**src/spr_pkg.sv**
```systemverilog
// Package for the setpoint, range and mode controller.
// Assumes a 50 MHz clock and a plain register port with 32-bit data.
package spr_pkg;
  // Register byte offsets
  localparam logic [7:0] SPR_VOLT_OFF     = 8'h00;
  localparam logic [7:0] SPR_CURR_OFF     = 8'h04;
  localparam logic [7:0] SPR_VTRIG_OFF    = 8'h08;
  localparam logic [7:0] SPR_CTRIG_OFF    = 8'h0c;
  localparam logic [7:0] SPR_MTRIG_OFF    = 8'h10;
  localparam logic [7:0] SPR_FUNC_OFF     = 8'h14;
  localparam logic [7:0] SPR_VRANG_OFF    = 8'h18;
  localparam logic [7:0] SPR_CRANG_OFF    = 8'h1c;
  localparam logic [7:0] SPR_VAUTO_OFF    = 8'h20;
  localparam logic [7:0] SPR_CAUTO_OFF    = 8'h24;
  localparam logic [7:0] SPR_MODE_OFF     = 8'h28;
  localparam logic [7:0] SPR_CMD_OFF      = 8'h2c;
  localparam logic [7:0] SPR_LIST_OFF     = 8'h30;
  localparam logic [7:0] SPR_STAT_OFF     = 8'h34;
  localparam logic [7:0] SPR_ERR_OFF      = 8'h38;
  localparam logic [7:0] SPR_VMAX_OFF     = 8'h3c;
  localparam logic [7:0] SPR_VMIN_OFF     = 8'h40;
  localparam logic [7:0] SPR_IMAX_OFF     = 8'h44;
  localparam logic [7:0] SPR_IMIN_OFF     = 8'h48;
  // Command register bits
  localparam int SPR_CMD_INIT_BIT = 0;
  localparam int SPR_CMD_TRG_BIT  = 1;
  localparam int SPR_CMD_RST_BIT  = 2;
  localparam int SPR_CMD_OUTP_BIT = 3;
  // Mode register fields
  localparam int SPR_MODE_DUR_LSB = 16;
  // Range answers
  localparam logic [31:0] SPR_RANGE_FULL    = 32'h0000_0001;
  localparam logic [31:0] SPR_RANGE_QUARTER = 32'h0000_0004;
  // Posted error code, two's complement of 222
  localparam logic [31:0] SPR_ERR_RANGE     = 32'hffff_ff22;
  localparam logic [31:0] SPR_ERR_NONE      = 32'h0000_0000;
  // Model limits in converter codes
  localparam logic signed [15:0] SPR_VMAX_DEF = 16'sh7fff;
  localparam logic signed [15:0] SPR_IMAX_DEF = 16'sh7fff;
  localparam logic signed [15:0] SPR_NOMFS_DEF = 16'sh7fff;
  localparam logic signed [15:0] SPR_ZERO     = 16'sh0000;
  // Timing
  localparam int SPR_CLK_HZ        = 50_000_000;
  localparam int SPR_TICK_US       = 1000;
  localparam int SPR_CYC_PER_TICK  = SPR_CLK_HZ / 1_000_000 * SPR_TICK_US;
  localparam int SPR_TRAN_MAX_S    = 10;
  localparam int SPR_TRAN_MAX_MS   = SPR_TRAN_MAX_S * 1000;

  typedef enum logic [1:0] {SPR_MODE_FIX, SPR_MODE_LIST, SPR_MODE_TRAN} spr_mode_t;

  typedef struct packed {
    logic signed [15:0] volt;
    logic signed [15:0] curr;
    logic               curr_mode;
  } spr_set_t;
endpackage

```
**src/spr_ctrl.sv**
```systemverilog
// Setpoint, range and operating-mode command interpreter.
// Assumes commands arrive as register writes; list contents live outside.
`timescale 1ns/10ps

// Functional notes
// - Current range read answers 1 for full scale, 4 for quarter scale.
// - Autoranging is on after power-up and after the reset command.
// - Autorange off on enable write of 0 or explicit range 1 or 4.
// - Auto picks full when value exceeds quarter of nominal scale, else quarter.
// - Staged current moves to active setpoint only on executed trigger.
// - Voltage or current beyond model maximum is rejected, error -222 posted.
// - Staged current read returns the last staged current write.
// - Immediate voltage write loads programmed voltage setpoint.
// - Voltage reads give programmed value, model maximum and minimum.
// - Default fixed mode; list-building writes accepted.
// - List mode starts list; list-building writes refused with command error.
// - Fixed mode during list halts it and restores pre-list settings.
// - List finishing normally leaves the last step settings in effect.
// - Armed transient: next voltage write pulses for duration then reverts.
// - Armed transient: trigger pulses staged voltage for duration then reverts.
// - Mode read gives list while running, transient while armed, else fixed.
// - Voltage-range write sets voltage or current range by active mode; 1 or 4.
// - Quarter range spreads full 16-bit code over a quarter of full scale.
// - Reset gives zero volts, zero amps, voltage mode; output held until enabled.
// - Trigger without prior initiate changes nothing.
// - Executed trigger switches operating mode to the staged mode.
// - Current range is kept until an operating-mode select write.
// - Transient duration above 10 seconds is rejected, error -222 posted.
module spr_ctrl #(
  parameter logic signed [15:0] V_MAX        = spr_pkg::SPR_VMAX_DEF,
  parameter logic signed [15:0] I_MAX        = spr_pkg::SPR_IMAX_DEF,
  parameter logic signed [15:0] NOM_FS       = spr_pkg::SPR_NOMFS_DEF,
  parameter int                 CYC_PER_TICK = spr_pkg::SPR_CYC_PER_TICK
) (
  // Clock and reset
  input  wire logic              clk,
  input  wire logic              rst,
  // Register port
  input  wire logic [7:0]        addr,
  input  wire logic [31:0]       wdata,
  input  wire logic              wr,
  input  wire logic              rd,
  output logic      [31:0]       rdata,
  // External list engine
  input  wire logic              list_step_valid,
  input  wire spr_pkg::spr_set_t list_step,
  input  wire logic              list_done,
  output logic                   list_running,
  output logic                   list_wr_valid,
  output logic      [31:0]       list_wr_data,
  // Converter side
  output logic      [15:0]       dac_volt,
  output logic      [15:0]       dac_curr,
  output logic                   volt_quarter,
  output logic                   curr_quarter,
  output logic                   curr_mode,
  output logic                   output_on
);
  import spr_pkg::*;

  // Refuse limits the range and timer logic cannot serve
  if (CYC_PER_TICK < 2 || V_MAX <= 0 || I_MAX <= 0 || NOM_FS <= 0) begin : g_bad_param
    $error("spr_ctrl: bad parameter");
  end

  function automatic logic [15:0] mag(input logic signed [15:0] v);
    mag = v[15] ? 16'(-v) : 16'(v);
  endfunction

  function automatic logic [15:0] scale(input logic signed [15:0] v, input logic q);
    scale = q ? 16'(v <<< 2) : 16'(v);
  endfunction

  // State
  spr_set_t          act_q, stg_q, save_q;
  logic              vauto_q, cauto_q;
  logic              vrange4_q, crange4_q;
  logic              run_q, armed_q, init_q, outp_q;
  logic [13:0]       dur_q, tcnt_q;
  logic              pulse_q;
  logic signed [15:0] pulse_v_q;
  logic              cmd_err_q;
  logic [31:0]       err_q;
  logic [31:0]       rdata_q;
  logic [31:0]       tick_cnt_q;
  logic              tick;

  // Decode
  logic wr_volt, wr_curr, wr_vtrig, wr_ctrig, wr_mtrig, wr_func;
  logic wr_vrang, wr_crang, wr_vauto, wr_cauto, wr_mode, wr_cmd, wr_list;
  logic soft_rst, trg_go, rng_ok;
  logic signed [15:0] wval;
  logic [13:0] wdur;
  logic v_bad, c_bad, dur_bad;
  logic v_q4, c_q4;
  spr_mode_t mode_now;

  assign wval     = wdata[15:0];
  assign wdur     = wdata[SPR_MODE_DUR_LSB +: 14];
  assign wr_volt  = wr && addr == SPR_VOLT_OFF;
  assign wr_curr  = wr && addr == SPR_CURR_OFF;
  assign wr_vtrig = wr && addr == SPR_VTRIG_OFF;
  assign wr_ctrig = wr && addr == SPR_CTRIG_OFF;
  assign wr_mtrig = wr && addr == SPR_MTRIG_OFF;
  assign wr_func  = wr && addr == SPR_FUNC_OFF;
  assign wr_vrang = wr && addr == SPR_VRANG_OFF;
  assign wr_crang = wr && addr == SPR_CRANG_OFF;
  assign wr_vauto = wr && addr == SPR_VAUTO_OFF;
  assign wr_cauto = wr && addr == SPR_CAUTO_OFF;
  assign wr_mode  = wr && addr == SPR_MODE_OFF;
  assign wr_cmd   = wr && addr == SPR_CMD_OFF;
  assign wr_list  = wr && addr == SPR_LIST_OFF;
  assign soft_rst = wr_cmd && wdata[SPR_CMD_RST_BIT];
  assign rng_ok   = wdata == SPR_RANGE_FULL || wdata == SPR_RANGE_QUARTER;

  assign trg_go = wr_cmd && wdata[SPR_CMD_TRG_BIT] && init_q;

  // Effective ranges from value or explicit choice
  assign v_q4 = vauto_q ? (mag(act_q.volt) <= 16'(NOM_FS >>> 2)) : vrange4_q;
  assign c_q4 = cauto_q ? (mag(act_q.curr) <= 16'(NOM_FS >>> 2)) : crange4_q;

  // Limit checks, manual quarter current range (autorange off) caps current at a quarter of maximum
  assign v_bad = (wval > V_MAX) || (wval < -V_MAX);
  assign c_bad = (wval > I_MAX) || (wval < -I_MAX) ||
                 (!cauto_q && crange4_q && mag(wval) > 16'(I_MAX >>> 2));
  assign dur_bad = 32'(wdur) > 32'(SPR_TRAN_MAX_MS);

  always_comb begin
    if (run_q) begin
      mode_now = SPR_MODE_LIST;
    end else if (armed_q) begin
      mode_now = SPR_MODE_TRAN;
    end else begin
      mode_now = SPR_MODE_FIX;
    end
  end

  // Millisecond tick for transient timing
  always_ff @(posedge clk or posedge rst) begin
    if (rst) begin
      tick_cnt_q <= 32'h0000_0000;
    end else if (tick_cnt_q == 32'(CYC_PER_TICK - 1)) begin
      tick_cnt_q <= 32'h0000_0000;
    end else begin
      tick_cnt_q <= tick_cnt_q + 32'h0000_0001;
    end
  end
  assign tick = tick_cnt_q == 32'(CYC_PER_TICK - 1);

  // Programmed setpoints and operating mode
  always_ff @(posedge clk or posedge rst) begin
    if (rst) begin
      act_q  <= '0;
      save_q <= '0;
    end else if (soft_rst) begin
      act_q  <= '0;
    end else if (wr_mode && wdata[1:0] == 2'h0 && run_q) begin
      act_q  <= save_q;
    end else if (wr_mode && wdata[1:0] == 2'h1 && !run_q) begin
      save_q <= act_q;
    end else if (run_q && list_step_valid) begin
      act_q  <= list_step;
    end else if (trg_go && !armed_q) begin
      act_q  <= stg_q;
    end else if (trg_go && armed_q) begin
      act_q.curr      <= stg_q.curr;
      act_q.curr_mode <= stg_q.curr_mode;
    end else if (wr_volt && !v_bad && !armed_q) begin
      act_q.volt <= wval;
    end else if (wr_curr && !c_bad) begin
      act_q.curr <= wval;
    end else if (wr_func) begin
      act_q.curr_mode <= wdata[0];
    end
  end

  // Staged values
  always_ff @(posedge clk or posedge rst) begin
    if (rst) begin
      stg_q <= '0;
    end else if (soft_rst) begin
      stg_q <= '0;
    end else if (trg_go) begin
      stg_q <= stg_q; // Staged set is kept for the next trigger
    end else if (wr_vtrig && !v_bad) begin
      stg_q.volt <= wval;
    end else if (wr_ctrig && !c_bad) begin
      stg_q.curr <= wval;
    end else if (wr_mtrig) begin
      stg_q.curr_mode <= wdata[0];
    end
  end

  // Range selection and autoranging
  always_ff @(posedge clk or posedge rst) begin
    if (rst) begin
      vauto_q   <= 1'b1;
      cauto_q   <= 1'b1;
      vrange4_q <= 1'b0;
      crange4_q <= 1'b0;
    end else if (soft_rst) begin
      vauto_q   <= 1'b1;
      cauto_q   <= 1'b1;
      vrange4_q <= 1'b0;
      crange4_q <= 1'b0;
    end else if ((wr_vauto || wr_cauto) && wdata[0] == 1'b0) begin
      vauto_q   <= 1'b0;
      cauto_q   <= 1'b0;
      vrange4_q <= v_q4;
      crange4_q <= c_q4;
    end else if ((wr_vauto || wr_cauto) && wdata[0]) begin
      vauto_q   <= 1'b1;
      cauto_q   <= 1'b1;
    end else if ((wr_vrang || wr_crang) && rng_ok) begin
      vauto_q   <= 1'b0;
      cauto_q   <= 1'b0;
      if (wr_crang || act_q.curr_mode) begin
        crange4_q <= wdata == SPR_RANGE_QUARTER;
        vrange4_q <= v_q4;
      end else begin
        vrange4_q <= wdata == SPR_RANGE_QUARTER;
        crange4_q <= c_q4;
      end
    end else if (wr_func) begin
      crange4_q <= 1'b0;
    end
  end

  // List execution
  always_ff @(posedge clk or posedge rst) begin
    if (rst) begin
      run_q <= 1'b0;
    end else if (soft_rst) begin
      run_q <= 1'b0;
    end else if (wr_mode && wdata[1:0] == 2'h1) begin
      run_q <= 1'b1;
    end else if (wr_mode && wdata[1:0] == 2'h0) begin
      run_q <= 1'b0;
    end else if (list_done) begin
      run_q <= 1'b0;
    end
  end

  // Transient arming, pulse and timer
  always_ff @(posedge clk or posedge rst) begin
    if (rst) begin
      armed_q   <= 1'b0;
      dur_q     <= 14'h0000;
      pulse_q   <= 1'b0;
      pulse_v_q <= SPR_ZERO;
      tcnt_q    <= 14'h0000;
    end else if (soft_rst) begin
      armed_q   <= 1'b0;
      pulse_q   <= 1'b0;
    end else if (wr_mode && wdata[1:0] == 2'h2 && !dur_bad && !run_q) begin
      armed_q   <= 1'b1;
      dur_q     <= wdur;
    end else if (armed_q && ((wr_volt && !v_bad) || trg_go)) begin
      armed_q   <= 1'b0;
      pulse_q   <= 1'b1;
      pulse_v_q <= trg_go ? stg_q.volt : wval;
      tcnt_q    <= dur_q;
    end else if (wr_mode && wdata[1:0] == 2'h0) begin
      armed_q   <= 1'b0;
    end else if (pulse_q && tick) begin
      if (tcnt_q <= 14'h0001) begin
        pulse_q <= 1'b0; // Reverts to the held setpoint
      end
      tcnt_q <= tcnt_q - 14'h0001;
    end
  end

  // Trigger capability and output enable
  always_ff @(posedge clk or posedge rst) begin
    if (rst) begin
      init_q <= 1'b0;
      outp_q <= 1'b0;
    end else if (soft_rst) begin
      init_q <= 1'b0;
      outp_q <= 1'b0;
    end else if (wr_cmd) begin
      // Initiate arms one trigger; set wins over the consuming trigger
      init_q <= wdata[SPR_CMD_INIT_BIT] || (init_q && !wdata[SPR_CMD_TRG_BIT]);
      outp_q <= outp_q || wdata[SPR_CMD_OUTP_BIT];
    end
  end

  // Errors: set wins over read-clear
  always_ff @(posedge clk or posedge rst) begin
    if (rst) begin
      err_q     <= SPR_ERR_NONE;
      cmd_err_q <= 1'b0;
    end else begin
      if ((wr_volt || wr_vtrig) && v_bad ||
          (wr_curr || wr_ctrig) && c_bad ||
          wr_mode && wdata[1:0] == 2'h2 && dur_bad) begin
        err_q <= SPR_ERR_RANGE;
      end else if (rd && addr == SPR_ERR_OFF) begin
        err_q <= SPR_ERR_NONE;
      end
      if (wr_list && run_q) begin
        cmd_err_q <= 1'b1;
      end else if (rd && addr == SPR_STAT_OFF) begin
        cmd_err_q <= 1'b0;
      end
    end
  end

  // List-building writes pass out only while no list runs
  always_ff @(posedge clk or posedge rst) begin
    if (rst) begin
      list_wr_valid <= 1'b0;
      list_wr_data  <= 32'h0000_0000;
    end else begin
      list_wr_valid <= wr_list && !run_q;
      list_wr_data  <= wr_list ? wdata : list_wr_data;
    end
  end

  // Converter codes; quarter range multiplies the code by four
  always_ff @(posedge clk or posedge rst) begin
    if (rst) begin
      dac_volt     <= 16'h0000;
      dac_curr     <= 16'h0000;
      volt_quarter <= 1'b0;
      curr_quarter <= 1'b0;
    end else if (!outp_q) begin
      dac_volt     <= 16'h0000;
      dac_curr     <= 16'h0000;
      volt_quarter <= v_q4;
      curr_quarter <= c_q4;
    end else begin
      dac_volt     <= scale(pulse_q ? pulse_v_q : act_q.volt, v_q4);
      dac_curr     <= scale(act_q.curr, c_q4);
      volt_quarter <= v_q4;
      curr_quarter <= c_q4;
    end
  end

  // Read port
  always_ff @(posedge clk or posedge rst) begin
    if (rst) begin
      rdata_q <= 32'h0000_0000;
    end else if (rd) begin
      case (addr)
        SPR_VOLT_OFF:  rdata_q <= 32'(act_q.volt);
        SPR_CURR_OFF:  rdata_q <= 32'(act_q.curr);
        SPR_VTRIG_OFF: rdata_q <= 32'(stg_q.volt);
        SPR_CTRIG_OFF: rdata_q <= 32'(stg_q.curr);
        SPR_MTRIG_OFF: rdata_q <= {31'h0, stg_q.curr_mode};
        SPR_FUNC_OFF:  rdata_q <= {31'h0, act_q.curr_mode};
        SPR_VRANG_OFF: rdata_q <= (act_q.curr_mode ? c_q4 : v_q4) ?
                                  SPR_RANGE_QUARTER : SPR_RANGE_FULL;
        SPR_CRANG_OFF: rdata_q <= c_q4 ? SPR_RANGE_QUARTER : SPR_RANGE_FULL;
        SPR_VAUTO_OFF: rdata_q <= {31'h0, vauto_q};
        SPR_CAUTO_OFF: rdata_q <= {31'h0, cauto_q};
        SPR_MODE_OFF:  rdata_q <= {2'h0, dur_q, 14'h0, mode_now};
        SPR_STAT_OFF:  rdata_q <= {25'h0, pulse_q, outp_q, init_q, cmd_err_q,
                                   act_q.curr_mode, mode_now};
        SPR_ERR_OFF:   rdata_q <= err_q;
        SPR_VMAX_OFF:  rdata_q <= 32'(V_MAX);
        SPR_VMIN_OFF:  rdata_q <= 32'(-V_MAX);
        SPR_IMAX_OFF:  rdata_q <= 32'(I_MAX);
        SPR_IMIN_OFF:  rdata_q <= 32'(-I_MAX);
        default:       rdata_q <= 32'h0000_0000;
      endcase
    end else begin
      rdata_q <= 32'h0000_0000;
    end
  end

  assign rdata        = rdata_q;
  assign list_running = run_q;
  assign curr_mode    = act_q.curr_mode;
  assign output_on    = outp_q;
endmodule // spr_ctrl

```
**config.mk**
```make
export PLATFORM = sky130hd
export DESIGN_NAME = spr_ctrl
export DESIGN_NICKNAME = d
export VERILOG_FILES = /design/src/spr_pkg.sv /design/src/spr_ctrl.sv
export SDC_FILE = /design/constraint.sdc
export NUM_CORES = 1
export LEC_CHECK = 0
export ABC_AREA = 1
export BUFFER_PORTS_ARGS = -buffer_cell sky130_fd_sc_hd__buf_2
export CORE_UTILIZATION = 48
export CTS_BUF_LIST = sky130_fd_sc_hd__clkbuf_4 sky130_fd_sc_hd__clkbuf_8 sky130_fd_sc_hd__clkbuf_16
export CTS_CLUSTER_DIAMETER = 100
export DETAILED_ROUTE_END_ITERATION = 10
export PLACE_DENSITY = 0.69
export SYNTH_ARGS = -nofsm -noshare
export SYNTH_HDL_FRONTEND = slang
export SYNTH_SLANG_ARGS = --single-unit
```
**constraint.sdc**
```tcl
create_clock -name clk -period 14 [get_ports clk]
set_clock_uncertainty 0.2 [all_clocks]
set_input_delay 0 -clock clk [delete_from_list [all_inputs] [get_ports clk]]
set_output_delay 0 -clock clk [all_outputs]
set_load 0.02 [all_outputs]
```
==> impl_results.md, run 1 <==
- Busiest metal layer after global routing: met2
- Yosys warns: 0
- Largest cells by area after synthesis: dfrtp_1 (49%), nand2_1 (13%), o21ai_0 (6.4%), inv_1 (5.0%), nor2_1 (5.0%)
- Vias in the first global route: 13,200
- Worst-margin pin slew: around 1.1 ns
- Status: finished clean
- Hold Startpoint: list_step_valid
- Initial core utilization: 48.7%
- R2r setup slk: between 10 and 15 ns
- Hold Crit Class: input port to flop
- Global placement routability congestion: 1.02
- Pleak: 9.03 nW
- Clk root buf: clkbuf_16
- Placement Cell Area: 15,500 um^2
- Syn_nets: 1,939
- Layout fillers: 2,707
- Min cycle time layout: ~3.8 ns
- Worst setup path start: addr[0]
- Routing usage on met1: 45.1%
- R2R cell count: 10
- Seq cells post-synth: 282
- Share of cells above drive strength 1: 14.1%
- Dpl cells: 2,347
- Final cell count without fillers: about 2,500
- Max VDD drop: 0.110 mV
- Bufs on Longest Clock Path: 3
- Async S/R FF share, synth: 100%
- Initial DRC count: 1,557
- Diode count: 0
- Hold Path End: act_q[3]$_DFFE_PP0P_
- Pint: ~1.6 mW
- ANT nets after route: 0
- Die W: 175 um
- Clk pwr share: 42.8%
- Pin count of the biggest net entering global routing: 185
- Top cell type's share of synthesized area: 48.7%
- Global-route wire length before repair: 76.0 mm
- Die area: around 31,000 um^2
- Row count: 63
- GR Layer Usage met2: 49.8%
- Post-Syn Instances: 1,852
- Sequential area share after synthesis: 48.9%
- GRT overflow: 0
- PD cells: 123 nW/um^2
- Final TNS setup: 0 ns
- Net count reported at finish: 2,172
- Switching pwr: ~0.62 mW
- Part of the power in registers: 43.0%
- Final period utilization: 27.0%
- Yosys top cell by area: dfrtp_1
- H-Tree Depth: 2
- Count of final max-slew check failures: 0
- Design area: 17,600 um^2
- Maximum fanout along the worst path: 34
- Hold-critical path depth: 7
- Max cap viols: 0
- Die Ht: about 180 um
- Post-synth EDFFs: 0
- Clock slew at reported path FFs: ~0.060 ns
- GRT Util Overall: 32.4%
- WL/cell: 19.8 um
- Final Setup Violations: 0
- Maximum clock frequency: approximately 0.26 GHz
- DR DRC count: 0
- CORE AREA: 29,600 um^2
- Endpoints failing hold: 0
- Buffer count from post-CTS setup fixing: 0
- Resized cells post-CTS: 0
- Area grow syn2layout: 22.0%
- WS Path Type: input port to flop
- Detailed placement HPWL: 35.4 mm
- Worst EP required: 14.24 ns
- Clock Sink Count: 282
- Arr. time, crit path: 4.02 ns
- DR vias: 13,900
- Net Sw Frac: 28.3%
- Slew headroom: 24.9%
- Syn Area/Cell: 7.80 um^2
- Setup crit start kind: input port
- Drt pass-1 iters: 6
- Comb power frac: 14.2%
- DR vias/cell: 5.57
- Port Buffers: 180
- Synth Flop Type: dfrtp_1
- Cell area after synthesis: around 14,000 um^2
- WL final: 49.4 mm
- Worst-skew pair later-pin latency: about 0.52 ns
- Antenna violations before repair: 0
- CTS tree: done
- Worst reg2reg path startpoint: list_running$_DFFE_PP0P_
- FF-to-FF End: curr_mode$_DFFE_PP0P_
- Yosys cell types: 49
- Io pins: between 150 and 200
- CTS Buf Count: 34
- RSZ-0062 raised after global routing: no
- Critical Path Sink Type: flop
- M3 GR Usage: 7.21%
power by group through the flow:
stage               Combinational (mW)  Sequential, mW  Clock (mW)
global placement                 0.284           0.945           0
detailed placement               0.286           0.947           0
global route                     0.340           0.941       0.972
CTS                              0.306           0.932       0.940
finish                           0.309           0.935       0.931
floorplan                        0.142           0.968           0
critical path, stage by stage:
cell	delay, ns
dlygate4sd3_1	0.53
buf_2	0.13
nor2_4	0.11
nand3_2	0.10
dlygate4sd3_1	0.63
nor2_4	0.22
nand3_4	0.36
clkinv_2	0.38
nand2_1	0.69
o211ai_1	0.62
nand3b_1	0.12
nand2_1	0.07
what timing repair did:
item                       4_1_cts  5_1_grt
hold endpoints to repair       246        0
hold buffers                    92        0
setup endpoints to repair        0        0
layout by cell type (no fill, tap or decap), types with 24 or more instances in the layout:
cell type / count
buf_2: 180
dlygate4sd3_1: 92
nor2_1: 191
xor2_1: 24
o21ai_0: 185
nand2_1: 485
nor3_1: 37
a21oi_1: 45
nand3_1: 89
inv_1: 192
dfrtp_1: 281
o22ai_1: 38
clkbuf_16: 37
layer usage:
metal | share of wire, % | routed length, um
met5 | 0 | 0
met3 | 9.1 | 4490
met2 | 44 | 21900
met1 | 43 | 21300
met4 | 3.4 | 1670
through the flow:
step | worst slack [ns] | power [mW] | hold WS [ns] | utilization, %
CTS | 10.37 | 2.18 | 0.0433 | 59.5
global placement | 10.99 | 1.23 | -0.0201 | 52.4
floorplan | 6.02 | 1.11 | -0.105 | -
detailed placement | 10.89 | 1.23 | -0.0174 | 52.4
global route | 10.06 | 2.25 | 0.100 | 59.5
finish | 10.22 | 2.18 | 0.0849 | 59.5
registers in the layout (all words and copies together), names as in the netlist, 14 cells and up:
name          flops
dur_q            14
stg_q            33
save_q           33
tcnt_q           14
list_wr_data     32
rdata            30
pulse_v_q        16
dac_curr         16
dac_volt         16
act_q            32
tick_cnt_q       32
logic make-up after synthesis:
family / after synthesis / share of synthesized area (%)
AO/OA/AOI/OAI: 357 / 13.8
AND/OR/NAND/NOR: 886 / 26.4
adder cells (fa/ha/maj): 8 / 0.693
multiplexers: 8 / 0.624
flip-flops: 282 / 48.9
XOR/XNOR: 27 / 1.64
buffers and inverters: 284 / 7.94
final cells by class:
class / instances / area, um^2 / area share (%)
flip-flops and latches: 282 / 7060 / 40.1
multi-input cells: 1286 / 6240 / 35.4
repair buffers: 277 / 1870 / 10.6
clock buffers: 47 / 1040 / 5.93
inverters: 204 / 777 / 4.41
well taps: 390 / 488 / 2.77
clock inverters: 12 / 140 / 0.795
Yosys cell counts (18+ instances only):
master	count
inv_1	193
nand3b_1	19
nor3_1	37
o21ai_1	21
o21ai_0	185
nand3_1	90
buf_2	21
o22ai_1	38
a21oi_1	45
nand2_1	486
nand4_1	18
clkbuf_1	48
dfrtp_1	281
xor2_1	24
nor2_1	191
a31oi_1	19
how the worst max path moves through the flow:
stage / endpoint / depth (start not counted)
final: act_q[19]$_DFFE_PP0P_ / 12
after global routing: act_q[18]$_DFFE_PP0P_ / 13
after CTS: act_q[19]$_DFFE_PP0P_ / 12
after detailed placement: act_q[18]$_DFFE_PP0P_ / 11
after global placement: act_q[19]$_DFFE_PP0P_ / 10
after floorplan: act_q[10]$_DFFE_PP0P_ / 1
Power figures use the tool's default switching activity.
==> run 2: changes to the inputs <==
clock period = 3.9 ns   (was 14 ns; I/O delays follow)
==> run 2 against run 1 <==
Critical path type unchanged. Count of clock-buffer cells in the layout unchanged. Global-route usage decreased by 0.12 points. Worst setup slack got worse by 10 ns. Largest power group is now clock.
==> impl_results.md, run 2 (same netlist as run 1, synthesis figures left out) <==
- Critical Path Sink Type: flop
- Clock slew at reported path FFs: 0.06 ns (about the same)
- Layout fillers: 2,727 (+0.74%)
- Setup crit start kind: input port
- Worst reg2reg path startpoint: init_q$_DFFE_PP0P_
- Clk root buf: clkbuf_16
- H-Tree Depth: 2 (unchanged)
- Power Total: 7.84 mW (+260%)
- Bufs on Longest Clock Path: 3 (unchanged)
- Hold buffers post-CTS: 88 (-4.3%)
- RSZ-0062 raised after global routing: no
- Top Registers: save_q: 33 flops, stg_q: 33 flops
- Die W: 175 um (unchanged)
- Count of final max-slew check failures: 0 (unchanged)
- PD cells: 443 nW/um^2 (+260%)
- Final period utilization: 96.0%
- WL/cell: 19.8 um (about the same)
- Most common cell after layout, fill and taps aside: nand2_1
- Maximum fanout along the worst path: 34 (unchanged)
- Worst-margin pin slew: 0.963 ns (-0.161 ns)
- Status: finished clean
- Worst-skew pair later-pin latency: 0.52 ns (about the same)
- Hold Crit Class: input port to flop
- R2r setup slk: 1.03 ns (-9.91 ns)
- R2R cell count: 6 (-4)
- Initial core utilization: 48.7% (unchanged)
- DR DRC count: 0 (unchanged)
- Final Setup Violations: 0 (unchanged)
- CTS Buf Count: 34 (unchanged)
- Clock Sink Count: 282 (unchanged)
- Slew headroom: 35.6% (+11 points)
- Resized cells post-CTS: 0 (unchanged)
- Final TNS setup: 0 ns (unchanged)
- Global-route wire length before repair: 75.5 mm (-0.65%)
- DR vias/cell: 5.57 (about the same)
- Arr. time, crit path: 4.00 ns (-0.02 ns)
- Area grow syn2layout: 22.5%
- Row count: 63 (unchanged)
- Detailed placement HPWL: 35.9 mm (+1.4%)
- Net count reported at finish: 2,178 (+0.28%)
- Io pins: 181 (unchanged)
- CORE AREA: 29,600 um^2 (unchanged)
- Die Ht: 175 um (unchanged)
- FF-to-FF End: act_q[24]$_DFFE_PP0P_
- Die area: 30,800 um^2 (unchanged)
- WS Path Type: input port to flop
- Buffer count from post-CTS setup fixing: 0 (unchanged)
- Min cycle time layout: 3.75 ns
- GRT overflow: 0 (unchanged)
- Antenna violations before repair: 1 (+1)
- Maximum clock frequency: 0.267 GHz
- Vias in the first global route: 13,100 (-0.91%)
- Endpoints failing hold: 0 (unchanged)
- WL final: 49.5 mm (+0.29%)
- Global placement routability congestion: 1.01 (-0.38%)
- CTS tree: done
- Share of cells above drive strength 1: 14.6% (+0.43 points)
- ANT nets after route: 0 (unchanged)
- Hold Startpoint: wdata[30]
- Pleak: 9.06 nW (+0.31%)
- Initial DRC count: 1,642 (+5.5%)
- GRT Util Overall: 32.2% (-0.12 points)
- Most frequent cells in the layout: nand2_1 (485), dfrtp_1 (281), inv_1 (192)
- Port Buffers: 180 (unchanged)
- Hold-critical path depth: 4 (-3)
- Max VDD drop: 0.296 mV (+170%)
- Pin count of the biggest net entering global routing: 83 (-55%)
- Worst EP required: 4.16 ns (-10.08 ns)
- Hold Path End: list_wr_data[30]$_DFFE_PP0P_
- Max cap viols: 0 (unchanged)
- DR vias: 14,000 (+0.33%)
- Drt pass-1 iters: 6 (unchanged)
==> run 2: critical path, stage by stage <==
cell and delay [ns]:
dlygate4sd3_1 0.54, buf_2 0.13, nor2_4 0.16, nand3_2 0.12, dlygate4sd3_1 0.61, nor2_4 0.20
nand3_4 0.37, clkinv_2 0.42, nand2_1 0.63, o211ai_1 0.57, nand3b_1 0.13, nand2_1 0.08
==> run 2: layout make-up <==
| class | instances | area, um^2 | share of cell area, % |
|---|---|---|---|
| clock buffers | 47 | 1030 | 5.80 |
| diodes | 1 | 2.50 | 0.0141 |
| clock inverters | 12 | 166 | 0.941 |
| well taps | 390 | 488 | 2.76 |
| repair buffers | 283 | 1930 | 10.9 |
| flip-flops and latches | 282 | 7060 | 39.9 |
| inverters | 204 | 773 | 4.37 |
| multi-input cells | 1286 | 6240 | 35.3 |
==> run 2: metrics by stage <==
stage	instance area [um^2]	util [%]	setup WS (ns)	hold slack (ns)	instances
global placement	15600	52.7	0.953	-0.168	2357
detailed placement	15600	52.7	0.945	-0.165	2357
global route	17700	59.7	0.0100	0.181	2505
finish	17700	59.7	0.155	0.125	2505
CTS	17700	59.7	0.352	0.118	2504
floorplan	14400	-	-0.0345	-0.105	1852
==> run 2: power by group <==
part	total, mW	switching, mW	internal, mW
clock	3.38	1.27	2.11
combinational	1.11	0.736	0.376
sequential	3.35	0.193	3.16
total	7.84	2.20	5.64
==> run 2: how the worst max path moves through the flow <==
stage	start	to	slack [ns]	depth (start not counted)
finish	addr[1]	act_q[24]$_DFFE_PP0P_	0.15	12
CTS	addr[1]	act_q[18]$_DFFE_PP0P_	0.35	13
global placement	addr[1]	act_q[18]$_DFFE_PP0P_	0.95	11
global route	addr[1]	act_q[18]$_DFFE_PP0P_	0.01	13
detailed placement	addr[1]	act_q[18]$_DFFE_PP0P_	0.94	11
floorplan	rst	act_q[10]$_DFFE_PP0P_	-0.03	1
==> run 2: metal layers <==
layer	GRT usage [%]	wire, um
met5	0	0
met4	12.9	2040
met3	4.81	4020
met2	49.5	22100
met1	45.8	21400
